[config.mk]
export PLATFORM = sky130hd
export DESIGN_NAME = ddu_dac_regs
export DESIGN_NICKNAME = d
export VERILOG_FILES = /design/src/ddu_pkg.sv /design/src/ddu_spi_slave.sv /design/src/ddu_dac_regs.sv
export SDC_FILE = /design/constraint.sdc
export NUM_CORES = 1
export LEC_CHECK = 0
export BUFFER_PORTS_ARGS = -buffer_cell sky130_fd_sc_hd__clkbuf_2
export CAP_MARGIN = 20
export CELL_PAD_IN_SITES_DETAIL_PLACEMENT = 0
export CELL_PAD_IN_SITES_GLOBAL_PLACEMENT = 2
export CORE_UTILIZATION = 36
export CTS_BUF_LIST = sky130_fd_sc_hd__clkbuf_4
export DETAILED_ROUTE_END_ITERATION = 12
export GPL_TIMING_DRIVEN = 0
export PLACE_DENSITY_LB_ADDON = 0.1
export RECOVER_POWER = 50
export SYNTH_ARGS = -nofsm -noshare
export SYNTH_HDL_FRONTEND = slang
export SYNTH_SLANG_ARGS = --single-unit
[constraint.sdc]
create_clock -name i_clk -period 1.95 [get_ports i_clk]
set_input_delay 0.2925 -clock i_clk [delete_from_list [all_inputs] [get_ports i_clk]]
set_output_delay 0.2925 -clock i_clk [all_outputs]
set_load 0.1 [all_outputs]
[src/ddu_pkg.sv]
// Shared constants and types for the DAC data, update and clear block.
// Assumes one 100 MHz clock and a serial register port sampled on it.
package ddu_pkg;

    // -------------------------------------------------------------------
    // Sizes
    // -------------------------------------------------------------------
    localparam int NUM_CH = 16;
    localparam int CODE_W = 12;
    localparam int NUM_ALARM = 16;
    localparam int ADDR_W = 8;
    localparam int DATA_W = 8;
    localparam int CNT_W = 5;

    // -------------------------------------------------------------------
    // Serial frame: read flag, 7 pad bits, address, data
    // -------------------------------------------------------------------
    localparam logic [CNT_W-1:0] HDR_BITS = 5'h10;
    localparam logic [CNT_W-1:0] FRAME_BITS = 5'h18;

    // -------------------------------------------------------------------
    // Register offsets
    // -------------------------------------------------------------------
    localparam logic [ADDR_W-1:0] ADDR_IF_CFG_ONE = 8'h01;
    localparam logic [ADDR_W-1:0] ADDR_UPDATE_CMD = 8'h0F;
    localparam logic [ADDR_W-1:0] ADDR_CLR_EN_0 = 8'h18;
    localparam logic [ADDR_W-1:0] ADDR_CLR_EN_1 = 8'h19;
    localparam logic [ADDR_W-1:0] ADDR_CLR_SRC_0 = 8'h1A;
    localparam logic [ADDR_W-1:0] ADDR_CLR_SRC_1 = 8'h1B;
    localparam logic [ADDR_W-1:0] ADDR_DATA_FIRST = 8'h50;
    localparam logic [ADDR_W-1:0] ADDR_DATA_LAST = 8'h6F;
    localparam logic [ADDR_W-1:0] ADDR_ALARM_ST_0 = 8'h70;
    localparam logic [ADDR_W-1:0] ADDR_ALARM_ST_1 = 8'h71;
    localparam logic [ADDR_W-1:0] ADDR_SOFT_CLR_0 = 8'hB0;
    localparam logic [ADDR_W-1:0] ADDR_SOFT_CLR_1 = 8'hB1;

    // -------------------------------------------------------------------
    // Field positions and reset values
    // -------------------------------------------------------------------
    localparam int BIT_SOURCE_SELECT_A = 4;
    localparam int BIT_DAC_UPDATE = 0;
    localparam int ALARM_PIN_BIT = 0;
    localparam logic [DATA_W-1:0] RST_BYTE = 8'h00;
    localparam logic [NUM_CH-1:0] RST_MASK = 16'h0000;
    localparam logic [NUM_CH-1:0] RST_CLAMP = 16'hFFFF;
    localparam logic [CODE_W-1:0] RST_CODE = 12'h000;
    localparam logic [CODE_W-1:0] ZERO_CODE = 12'h000;

    // -------------------------------------------------------------------
    // Types
    // -------------------------------------------------------------------
    typedef logic [NUM_CH-1:0][CODE_W-1:0] ddu_codes_t;

    typedef struct packed {
        logic [ADDR_W-1:0] addr;
        logic [DATA_W-1:0] wdata;
    } ddu_req_t;

    // -------------------------------------------------------------------
    // Data span decode
    // -------------------------------------------------------------------
    function automatic logic ddu_is_data(input logic [ADDR_W-1:0] a);
        return (a >= ADDR_DATA_FIRST) && (a <= ADDR_DATA_LAST);
    endfunction

    function automatic logic [3:0] ddu_chan(input logic [ADDR_W-1:0] a);
        logic [ADDR_W-1:0] off;
        off = a - ADDR_DATA_FIRST;
        return off[4:1];
    endfunction

endpackage

[src/ddu_spi_slave.sv]
// Serial register port: 4-wire, mode 0, 24-bit frames.
// Assumes SCLK at most one eighth of i_clk; pins are asynchronous.
`timescale 1ns/10ps
`default_nettype none
module ddu_spi_slave (
    input wire logic i_clk,
    input wire logic i_rst,
    input wire logic i_sclk,
    input wire logic i_csn,
    input wire logic i_sdi,
    input wire logic [ddu_pkg::DATA_W-1:0] i_rd_data,
    output logic o_rd_req,
    output logic o_wr_req,
    output ddu_pkg::ddu_req_t o_req,
    output logic o_sdo,
    output logic o_sdo_oe
);
    import ddu_pkg::*;

    // -------------------------------------------------------------------
    // Pin synchronisers
    // -------------------------------------------------------------------
    logic sclk_s1, sclk_s2, sclk_d;
    logic csn_n_s1, csn_n_s2;
    logic sdi_s1, sdi_s2;

    always_ff @(posedge i_clk) begin
        if (i_rst) begin
            sclk_s1 <= 1'b0;
            sclk_s2 <= 1'b0;
            sclk_d <= 1'b0;
            csn_n_s1 <= 1'b1;
            csn_n_s2 <= 1'b1;
            sdi_s1 <= 1'b0;
            sdi_s2 <= 1'b0;
        end else begin
            sclk_s1 <= i_sclk;
            sclk_s2 <= sclk_s1;
            sclk_d <= sclk_s2;
            csn_n_s1 <= i_csn;
            csn_n_s2 <= csn_n_s1;
            sdi_s1 <= i_sdi;
            sdi_s2 <= sdi_s1;
        end
    end

    // -------------------------------------------------------------------
    // Frame shifter
    // -------------------------------------------------------------------
    logic [CNT_W-1:0] cnt, next_cnt;
    logic [FRAME_BITS-1:0] rx, next_rx;
    logic [DATA_W-1:0] tx, next_tx;
    logic next_sdo, next_oe, next_rd, next_wr;
    ddu_req_t next_req;
    logic sclk_rise, sclk_fall;

    always_comb begin
        sclk_rise = sclk_s2 & ~sclk_d;
        sclk_fall = ~sclk_s2 & sclk_d;
        next_cnt = cnt;
        next_rx = rx;
        next_tx = tx;
        next_sdo = o_sdo;
        next_oe = ~csn_n_s2;
        next_rd = 1'b0;
        next_wr = 1'b0;
        next_req = o_req;
        if (csn_n_s2) begin
            next_cnt = '0;
            next_sdo = 1'b0;
        end else begin
            if (sclk_rise && cnt != FRAME_BITS) begin
                next_rx = {rx[FRAME_BITS-2:0], sdi_s2};
                next_cnt = CNT_W'(cnt + 1'b1);
                // Address known after the header: fetch read data early
                if (cnt == HDR_BITS - 1'b1 && rx[HDR_BITS-2]) begin
                    next_rd = 1'b1;
                    next_req.addr = next_rx[ADDR_W-1:0];
                end
                if (cnt == FRAME_BITS - 1'b1 && !rx[FRAME_BITS-2]) begin
                    next_wr = 1'b1;
                    next_req.addr = next_rx[DATA_W +: ADDR_W];
                    next_req.wdata = next_rx[DATA_W-1:0];
                end
            end
            if (sclk_fall) begin
                if (cnt == HDR_BITS) begin
                    next_sdo = i_rd_data[DATA_W-1];
                    next_tx = {i_rd_data[DATA_W-2:0], 1'b0};
                end else begin
                    next_sdo = tx[DATA_W-1];
                    next_tx = {tx[DATA_W-2:0], 1'b0};
                end
            end
        end
    end

    always_ff @(posedge i_clk) begin
        if (i_rst) begin
            cnt <= '0;
            rx <= '0;
            tx <= '0;
            o_sdo <= 1'b0;
            o_sdo_oe <= 1'b0;
            o_rd_req <= 1'b0;
            o_wr_req <= 1'b0;
            o_req <= '0;
        end else begin
            cnt <= next_cnt;
            rx <= next_rx;
            tx <= next_tx;
            o_sdo <= next_sdo;
            o_sdo_oe <= next_oe;
            o_rd_req <= next_rd;
            o_wr_req <= next_wr;
            o_req <= next_req;
        end
    end

endmodule
`default_nettype wire

[src/ddu_dac_regs.sv]
// DAC data registers with double buffering, global update and clear.
// Assumes a host on the serial port and alarm events from on-chip logic.
`timescale 1ns/10ps
`default_nettype none
module ddu_dac_regs (
    input wire logic i_clk,
    input wire logic i_rst,
    input wire logic i_sclk,
    input wire logic i_csn,
    input wire logic i_sdi,
    output logic o_sdo,
    output logic o_sdo_oe,
    input wire logic i_alarm_input_pin,
    input wire logic [ddu_pkg::NUM_ALARM-2:0] i_alarm_event,
    output ddu_pkg::ddu_codes_t o_dac_code,
    output logic [ddu_pkg::NUM_CH-1:0] o_dac_clear,
    output logic [ddu_pkg::NUM_CH-1:0] o_dac_clamp
);
    import ddu_pkg::*;

    // -------------------------------------------------------------------
    // Serial port
    // -------------------------------------------------------------------
    logic rd_req, wr_req;
    ddu_req_t req;
    logic [DATA_W-1:0] rd_data, next_rd_data;

    ddu_spi_slave u_spi (
        .i_clk(i_clk),
        .i_rst(i_rst),
        .i_sclk(i_sclk),
        .i_csn(i_csn),
        .i_sdi(i_sdi),
        .i_rd_data(rd_data),
        .o_rd_req(rd_req),
        .o_wr_req(wr_req),
        .o_req(req),
        .o_sdo(o_sdo),
        .o_sdo_oe(o_sdo_oe)
    );

    // -------------------------------------------------------------------
    // Alarm pin synchroniser
    // -------------------------------------------------------------------
    logic alarm_pin_s1, alarm_pin_s2;

    always_ff @(posedge i_clk) begin
        if (i_rst) begin
            alarm_pin_s1 <= 1'b0;
            alarm_pin_s2 <= 1'b0;
        end else begin
            alarm_pin_s1 <= i_alarm_input_pin;
            alarm_pin_s2 <= alarm_pin_s1;
        end
    end

    // -------------------------------------------------------------------
    // Register state
    // -------------------------------------------------------------------
    logic [DATA_W-1:0] if_cfg_one, next_if_cfg_one;
    logic [NUM_CH-1:0] clr_en, next_clr_en;
    logic [NUM_ALARM-1:0] clr_src, next_clr_src;
    logic [NUM_CH-1:0] soft_clr, next_soft_clr;
    logic [NUM_ALARM-1:0] alarm_st, next_alarm_st;
    logic [NUM_ALARM-1:0] alarm_evt, alarm_w1c;
    logic [CODE_W-1:0] buffer_reg [NUM_CH];
    logic [CODE_W-1:0] next_buffer [NUM_CH];
    logic [CODE_W-1:0] active_reg [NUM_CH];
    logic [CODE_W-1:0] next_active [NUM_CH];
    logic [NUM_CH-1:0] chan_clear, next_clamp;
    ddu_codes_t next_code;
    logic wr_data, wr_update, alarm_clears;
    logic [3:0] wr_ch, rd_ch;
    logic [CODE_W-1:0] rd_code;

    always_comb begin
        next_if_cfg_one = if_cfg_one;
        next_clr_en = clr_en;
        next_clr_src = clr_src;
        next_soft_clr = soft_clr;
        next_buffer = buffer_reg;
        next_active = active_reg;
        next_clamp = o_dac_clamp;
        alarm_w1c = '0;
        wr_data = wr_req && ddu_is_data(req.addr);
        wr_ch = ddu_chan(req.addr);
        wr_update = wr_req && req.addr == ADDR_UPDATE_CMD
            && req.wdata[BIT_DAC_UPDATE];
        if (wr_req) begin
            case (req.addr)
                ADDR_IF_CFG_ONE: next_if_cfg_one = req.wdata;
                ADDR_CLR_EN_0: next_clr_en[7:0] = req.wdata;
                ADDR_CLR_EN_1: next_clr_en[15:8] = req.wdata;
                ADDR_CLR_SRC_0: next_clr_src[7:0] = req.wdata;
                ADDR_CLR_SRC_1: next_clr_src[15:8] = req.wdata;
                ADDR_SOFT_CLR_0: next_soft_clr[7:0] = req.wdata;
                ADDR_SOFT_CLR_1: next_soft_clr[15:8] = req.wdata;
                ADDR_ALARM_ST_0: alarm_w1c[7:0] = req.wdata;
                ADDR_ALARM_ST_1: alarm_w1c[15:8] = req.wdata;
                default: ;
            endcase
        end
        // Writes only touch the buffer, even while cleared
        if (wr_data) begin
            if (!req.addr[0]) begin
                next_buffer[wr_ch][DATA_W-1:0] = req.wdata;
            end else begin
                next_buffer[wr_ch][CODE_W-1:DATA_W] =
                    req.wdata[CODE_W-DATA_W-1:0];
            end
        end
        // Global transfer; a clamped channel is released by it
        if (wr_update) begin
            next_active = buffer_reg;
            next_clamp = '0;
        end
    end

    // -------------------------------------------------------------------
    // Alarm status and clear state
    // -------------------------------------------------------------------
    always_comb begin
        alarm_evt = {i_alarm_event, 1'b0};
        alarm_evt[ALARM_PIN_BIT] = alarm_pin_s2;
        // Set wins over a simultaneous write-one-to-clear
        next_alarm_st = (alarm_st & ~alarm_w1c) | alarm_evt;
        alarm_clears = |(alarm_st & clr_src);
        chan_clear = soft_clr | ({NUM_CH{alarm_clears}} & clr_en);
        for (int i = 0; i < NUM_CH; i++) begin
            // Stored values kept; only the DAC input is forced
            next_code[i] = chan_clear[i] ? ZERO_CODE
                : next_active[i];
        end
    end

    // -------------------------------------------------------------------
    // Source_select_a
    // -------------------------------------------------------------------
    always_comb begin
        next_rd_data = rd_data;
        rd_ch = ddu_chan(req.addr);
        if (if_cfg_one[BIT_SOURCE_SELECT_A]) begin
            rd_code = o_dac_clear[rd_ch] ? ZERO_CODE
                : active_reg[rd_ch];
        end else begin
            rd_code = buffer_reg[rd_ch];
        end
        if (rd_req) begin
            case (req.addr)
                ADDR_IF_CFG_ONE: next_rd_data = if_cfg_one;
                ADDR_CLR_EN_0: next_rd_data = clr_en[7:0];
                ADDR_CLR_EN_1: next_rd_data = clr_en[15:8];
                ADDR_CLR_SRC_0: next_rd_data = clr_src[7:0];
                ADDR_CLR_SRC_1: next_rd_data = clr_src[15:8];
                ADDR_SOFT_CLR_0: next_rd_data = soft_clr[7:0];
                ADDR_SOFT_CLR_1: next_rd_data = soft_clr[15:8];
                ADDR_ALARM_ST_0: next_rd_data = alarm_st[7:0];
                ADDR_ALARM_ST_1: next_rd_data = alarm_st[15:8];
                default: begin
                    if (ddu_is_data(req.addr)) begin
                        next_rd_data = req.addr[0]
                            ? DATA_W'(rd_code[CODE_W-1:DATA_W])
                            : rd_code[DATA_W-1:0];
                    end else begin
                        next_rd_data = RST_BYTE;
                    end
                end
            endcase
        end
    end

    // -------------------------------------------------------------------
    // Registers
    // -------------------------------------------------------------------
    always_ff @(posedge i_clk) begin
        if (i_rst) begin
            if_cfg_one <= RST_BYTE;
            clr_en <= RST_MASK;
            clr_src <= RST_MASK;
            soft_clr <= RST_MASK;
            alarm_st <= RST_MASK;
            rd_data <= RST_BYTE;
            o_dac_clamp <= RST_CLAMP;
            o_dac_clear <= RST_MASK;
            for (int i = 0; i < NUM_CH; i++) begin
                buffer_reg[i] <= RST_CODE;
                active_reg[i] <= RST_CODE;
                o_dac_code[i] <= RST_CODE;
            end
        end else begin
            if_cfg_one <= next_if_cfg_one;
            clr_en <= next_clr_en;
            clr_src <= next_clr_src;
            soft_clr <= next_soft_clr;
            alarm_st <= next_alarm_st;
            rd_data <= next_rd_data;
            o_dac_clamp <= next_clamp;
            o_dac_clear <= chan_clear;
            buffer_reg <= next_buffer;
            active_reg <= next_active;
            o_dac_code <= next_code;
        end
    end

endmodule
`default_nettype wire

# Yosys cells after proc, flatten, opt, wreduce, memory -nomap -nowiden
# Cells that the tools add are included.
[totals]
regBits = 753
out_inout_bits = 226
input_bits = 21
[classes]
muxes = 30
n_reduce_logical = 40
add_sub_neg = 2
magnitude_cmp = 5
bitwise = 13
n_eq_ne = 14
[op_table]
columns = ["op", "n"]
rows = [
  ["bitwise mux 192 bit", 2],
  ["2-to-1 mux 192 bit", 2],
  ["binary-select mux 12 bit (select 4 bit)", 2],
  ["demux 12 bit (select 4 bit)", 2],
  ["2-to-1 mux 12 bit", 7],
  ["one-hot mux 8 bit (9 select lines)", 1],
  ["2-to-1 mux 8 bit", 7],
  ["bitwise AND 16 bit", 3],
  ["OR reduction 2 bit", 17],
  ["equality test 8 x 5 -> 1 bit, second input constant", 4],
  ["2-to-1 mux 16 bit", 2],
  ["bitwise OR 16 bit", 2],
  ["AND reduction 2 bit", 9],
  ["equality test 8 x 7 -> 1 bit, second input constant", 2],
  ["equality test 8 bit, second input constant", 2],
  ["inverter 16 bit", 1],
  ["OR reduction 16 bit", 1],
  ["equality test 5 bit, second input constant", 2],
  ["equality test 8 x 1 -> 1 bit, second input constant", 1],
  ["equality test 8 x 4 -> 1 bit, second input constant", 1],
  [">= comparator 8 x 7 -> 1 bit, second input constant", 1],
  ["<= comparator 8 x 7 -> 1 bit, second input constant", 1],
  ["logical AND 1 bit", 8],
  ["AND reduction 3 bit", 2],
  ["15 further kinds", 22],
]

# Depth between registers and ports, before layout
[depth]
ltp_word = 10
depth_mapped = 10
ltp_nobuf = 8

# Modules after synthesis
# Synthesis repeated with hierarchy kept, for this count alone.
[hier_totals]
hier_cells = 2820
area_unflattened_um2 = 28828.9
[by_module_without_submodules]
columns = ["mod", "cells_per_inst", "area_each_um2", "n_inst"]
rows = [
  ["ddu_dac_regs", 2555, 26384.1, 1],
  ["ddu_spi_slave", 265, 2444.8, 1],
]

# Least setup slack after synthesis
# OpenSTA, ideal clock, no wires.
[synth_timing]
path_kind = "register -> register"
startpoint = "reg o_dac_clear[3] (netlist bit)"
endpoint = "reg rd_data[6]"
setup_ns = 0.088
period_less_slack_ns = 2.315
path_slack_ns = -0.365
required_ns = 1.862
n_path_buf = 0
arrival_time_ns = 2.227
path_stages_with_launch = 7
path_cell_list = "dfxtp_1 mux4_2 a22o_1 nor2_2 nand3_2 or3b_1 a311oi_2"
[synth_between]
elab_chain_len = 7
[synth_lines]
columns = ["item", "line", "source"]
rows = [
  ["start: declaration", "ddu_dac_regs.sv:16", "output logic [ddu_pkg::NUM_CH-1:0] o_dac_clear,"],
  ["start signal: assignment", "ddu_dac_regs.sv:198", "o_dac_clear <= chan_clear;"],
  ["binary-select mux 1 bit (select 4 bit)", "ddu_dac_regs.sv:143", "rd_code = o_dac_clear[rd_ch] ? ZERO_CODE"],
  ["2-to-1 mux 1 bit (not written as such)", "ddu_dac_regs.sv:143", ""],
  ["2-to-1 mux 12 bit", "ddu_dac_regs.sv:143", ""],
  ["2-to-1 mux 12 bit", "ddu_dac_regs.sv:142", "if (if_cfg_one[BIT_SOURCE_SELECT_A]) begin"],
  ["2-to-1 mux 8 bit", "ddu_dac_regs.sv:162", "? DATA_W'(rd_code[CODE_W-1:DATA_W])"],
  ["2-to-1 mux 8 bit", "ddu_dac_regs.sv:160", "if (ddu_is_data(req.addr)) begin"],
  ["one-hot mux 8 bit (9 select lines)", "ddu_dac_regs.sv:149", "case (req.addr)"],
  ["end signal: assignment", "ddu_dac_regs.sv:196", "rd_data <= next_rd_data;"],
  ["end: declaration", "ddu_dac_regs.sv:26", "logic [DATA_W-1:0] rd_data, next_rd_data;"],
]
# No other way between the ends. The select of a mux whose other input is x is not followed.
# A chain may end at the register's enable or synchronous reset.

# Worst setup path after layout
[layout_timing]
startpoint = "reg u_spi.o_req[9] (netlist bit)"
endpoint = "reg rd_data[7]"
[layout_between]
elab_chain_len = 10
[layout_lines]
columns = ["item", "line", "source"]
rows = [
  ["start: declaration", "ddu_spi_slave.sv:14", "output ddu_pkg::ddu_req_t o_req,"],
  ["start signal: assignment", "ddu_spi_slave.sv:116", "o_req <= next_req;"],
  ["subtractor 5 bit", "ddu_pkg.sv:68", "off = a - ADDR_DATA_FIRST;"],
  ["inverter 4 -> 5 bit (not written as such)", "ddu_dac_regs.sv:144, ddu_dac_regs.sv:146", ""],
  ["binary-select mux 12 bit (select 4 bit)", "ddu_dac_regs.sv:144", ": active_reg[rd_ch];"],
  ["2-to-1 mux 12 bit (not written as such) (2 in series)", "ddu_dac_regs.sv:144", ""],
  ["2-to-1 mux 12 bit", "ddu_dac_regs.sv:143", ""],
  ["2-to-1 mux 12 bit", "ddu_dac_regs.sv:142", ""],
  ["2-to-1 mux 8 bit", "ddu_dac_regs.sv:162", ""],
  ["2-to-1 mux 8 bit", "ddu_dac_regs.sv:160", ""],
  ["one-hot mux 8 bit (9 select lines) *", "ddu_dac_regs.sv:149", ""],
]
# Every way passes the cells marked *; elsewhere a longest branch is shown, timed or not. The select of a mux whose other input is x is not followed.

==> results.json <==
{
  "drtIter0Drc": 2431,
  "grt_pass1_wl_um": 179000,
  "layout_commonest_cell": "dfxtp_1",
  "place_congestion": 0.947,
  "final_core_util_pct": 52.1,
  "timing.rr.end": "rd_data[7]",
  "cts_buffers": 196,
  "netlist_instances": 2811,
  "path_clk_slew_ps": 70,
  "clock_latency_ps": 1090,
  "finalSetupViolCount": 912,
  "cp-start-kind": "register",
  "portBuffers": 245,
  "synthesis.area_um2": 28800,
  "p_leak_nw": 16.5,
  "setup_ws_ps": -674,
  "synthArstFlopShare_pct": 0,
  "cts-root-buf": "clkbuf_4",
  "critPathArrivalTime_ps": 3480,
  "critPathMaxFanout": 6,
  "hold-worst-slack_ps": 299,
  "synth_edf_count": 0,
  "antenna_found_initial": 10,
  "grt-ovfl-total": 0,
  "crit_required_ps": 2810,
  "dieArea_um2": 81200,
  "final_antenna_net_count": 0,
  "post-route-drc-count": 0,
  "post_drt_wl_per_cell_um": 29.0,
  "dpl_cell_area_um2": 31500,
  "design_area_um2": 41200,
  "endpoint_kind": "register",
  "htreeDepth": 4,
  "ys_ff_latch": 737,
  "synth_flop_cell": "dfxtp_1",
  "nets": 3429,
  "maxSlewHeadroom_pct": 10.7,
  "dpl.hpwl_um": 96300,
  "finalCritPeriodShare_pct": 135,
  "cts.sinks": 737,
  "r2r_start": "u_spi.o_req[9]",
  "die_w_um": 285,
  "ir_drop_uv": 477,
  "status": "finished, violations left",
  "yosysSeqAreaShare_pct": 51.2,
  "hold_violations": 0,
  "final_cell_mix": "dfxtp_1 (713), nor2_1 (428), clkbuf_4 (279), clkbuf_2 (257), mux2i_1 (210)",
  "power_density_nw_per_um2": 715,
  "io_pins": 247,
  "setup-tns-final_ps": -248300,
  "reg2reg_depth": 7,
  "cap_violations": 0,
  "hold_class": "in -> reg",
  "tritoncts": "yes",
  "syn-num-nets": 2835,
  "die_height_um": 285,
  "rsz0062_at_grt": "yes",
  "fmax_mhz": 381,
  "cp-endpoint": "rd_data[7]",
  "syn2layout_area_growth_pct": 42.9,
  "start_util_pct": 36.4,
  "core_um2": 79100,
  "crit_type": "reg -> reg",
  "wl_um": 134000,
  "fin_crit_ps": 2620,
  "grt_use_total_pct": 31.1,
  "syn_avg_cell_area_um2": 10.3,
  "report.final.slew_viol_count": 0,
  "yosysWarnings": 0,
  "worst_pin_slew_ps": 1340,
  "fin_skew_ps": 82.5,
  "first_global_vias": 24100,
  "worstSetupStartpoint": "u_spi.o_req[9]",
  "violations": "setup timing",
  "ys_types": 66,
  "r2r_slack_ps": -670,
  "row_count": 103,
  "grt_max_degree": 18,
  "drive_above_1_share_pct": 39.7,
  "clock_path_buffers": 3,
  "dr.pass1.iters": 7,
  "vias": 25600,
  "avgViaCountPerCell": 5.54,
  "fin_total_pwr_mw": 29.5
}
[power by group]
| group | switching (mW) | internal, mW |
|---|---|---|
| Clock | 7.02 | 6.74 |
| Sequential | 0.0345 | 15.1 |
| Combinational | 0.487 | 0.128 |
| Total | 7.54 | 21.9 |
[kinds of logic (layout without fill, tap and decap cells)]
kind of cell | Yosys count | in the layout | share of synthesized area, %
adder cells (fa/ha/maj) | 3 | 3 | 0.130
AO/OA/AOI/OAI | 312 | 312 | 6.60
AND/OR/NAND/NOR | 976 | 976 | 14.9
XOR/XNOR | 4 | 4 | 0.122
other | 0 | 1 | 0
buffers and inverters | 260 | 1016 | 4.63
flip-flops | 737 | 737 | 51.2
multiplexers | 519 | 519 | 22.5
[synthesized netlist by cell type (4+ instances only)]
master	n	share of area, %
a211oi_1	8	0.21
buf_4	27	0.70
nor2_1	451	5.9
buf_6	29	1.1
nand2b_1	12	0.26
buf_1	5	0.065
or3b_1	4	0.12
mux4_2	100	7.8
o221ai_1	5	0.15
dfxtp_1	737	51
a221oi_1	5	0.15
nor3_1	198	3.4
mux2i_1	393	14
o21ai_0	67	1.2
and2_1	7	0.15
a21oi_1	135	2.3
a311oi_1	4	0.12
or2_2	5	0.11
clkbuf_1	176	2.3
o211ai_1	6	0.16
nor2b_1	40	0.87
mux2_2	26	1.0
a22oi_1	23	0.60
o22ai_1	12	0.26
nand3_1	26	0.45
inv_1	4	0.052
a2111oi_0	6	0.18
a22o_1	7	0.21
a21o_1	17	0.44
nand2_1	196	2.6
nor4_1	5	0.11
buf_2	18	0.31
[per-stage QoR]
step / cells / setup slack, ps
floorplan: 2811 / -145
global placement: 4106 / -1740
detailed placement: 4107 / -1470
CTS: 4522 / -688
global route: 4618 / -678
finish: 4618 / -674
[repair_timing]
item                       in CTS  in global routing
hold buffers                   40                  0
gates resized for setup       294                874
setup endpoints to repair     944                943
setup buffers                  17                 82
gates cloned                    1                 23
pin swaps                      10                 39
hold endpoints to repair       28                  0
[metal layers]
layer	vias up	part of all wire, %	GRT usage, %
li1	11200	-	-
met1	12900	44	44.5
met2	1294	44	45.5
met3	245	9.0	6.76
met4	2	3.5	12.0
met5	-	0.0097	0
[area by class of cell]
cell class	instances	area, µm²
fill	7250	37900
multi-input combinational	1814	16800
sequential	737	14800
timing repair buffer	407	3600
buffer	245	2100
clock buffer	274	2060
tap	1050	1310
clock inverter	86	452
inverter	4	15.0
antenna	1	2.50
[critical path, stage by stage (launching register included)]
cell,delay [ps]
dfxtp_4,360
buf_12,170
buf_16,170
mux4_2,610
mux4_2,550
nor2b_4,180
a2111oi_4,280
a211oi_2,110
[worst min-delay path by stage]
stage | endpoint | slack [ps] | startpoint | cells after the start
2_1_floorplan | u_spi.csn_n_s2 | 390 | u_spi.csn_n_s1 | 1
3_3_place_gp | u_spi.csn_n_s2 | 400 | u_spi.csn_n_s1 | 1
3_5_place_dp | u_spi.csn_n_s2 | 400 | u_spi.csn_n_s1 | 1
4_1_cts | o_dac_clear[11] | 190 | i_rst | 3
5_1_grt | o_dac_clear[11] | 280 | i_rst | 3
6_report | u_spi.sclk_s1 | 300 | i_rst | 3
(Power assumes the default switching activity.)
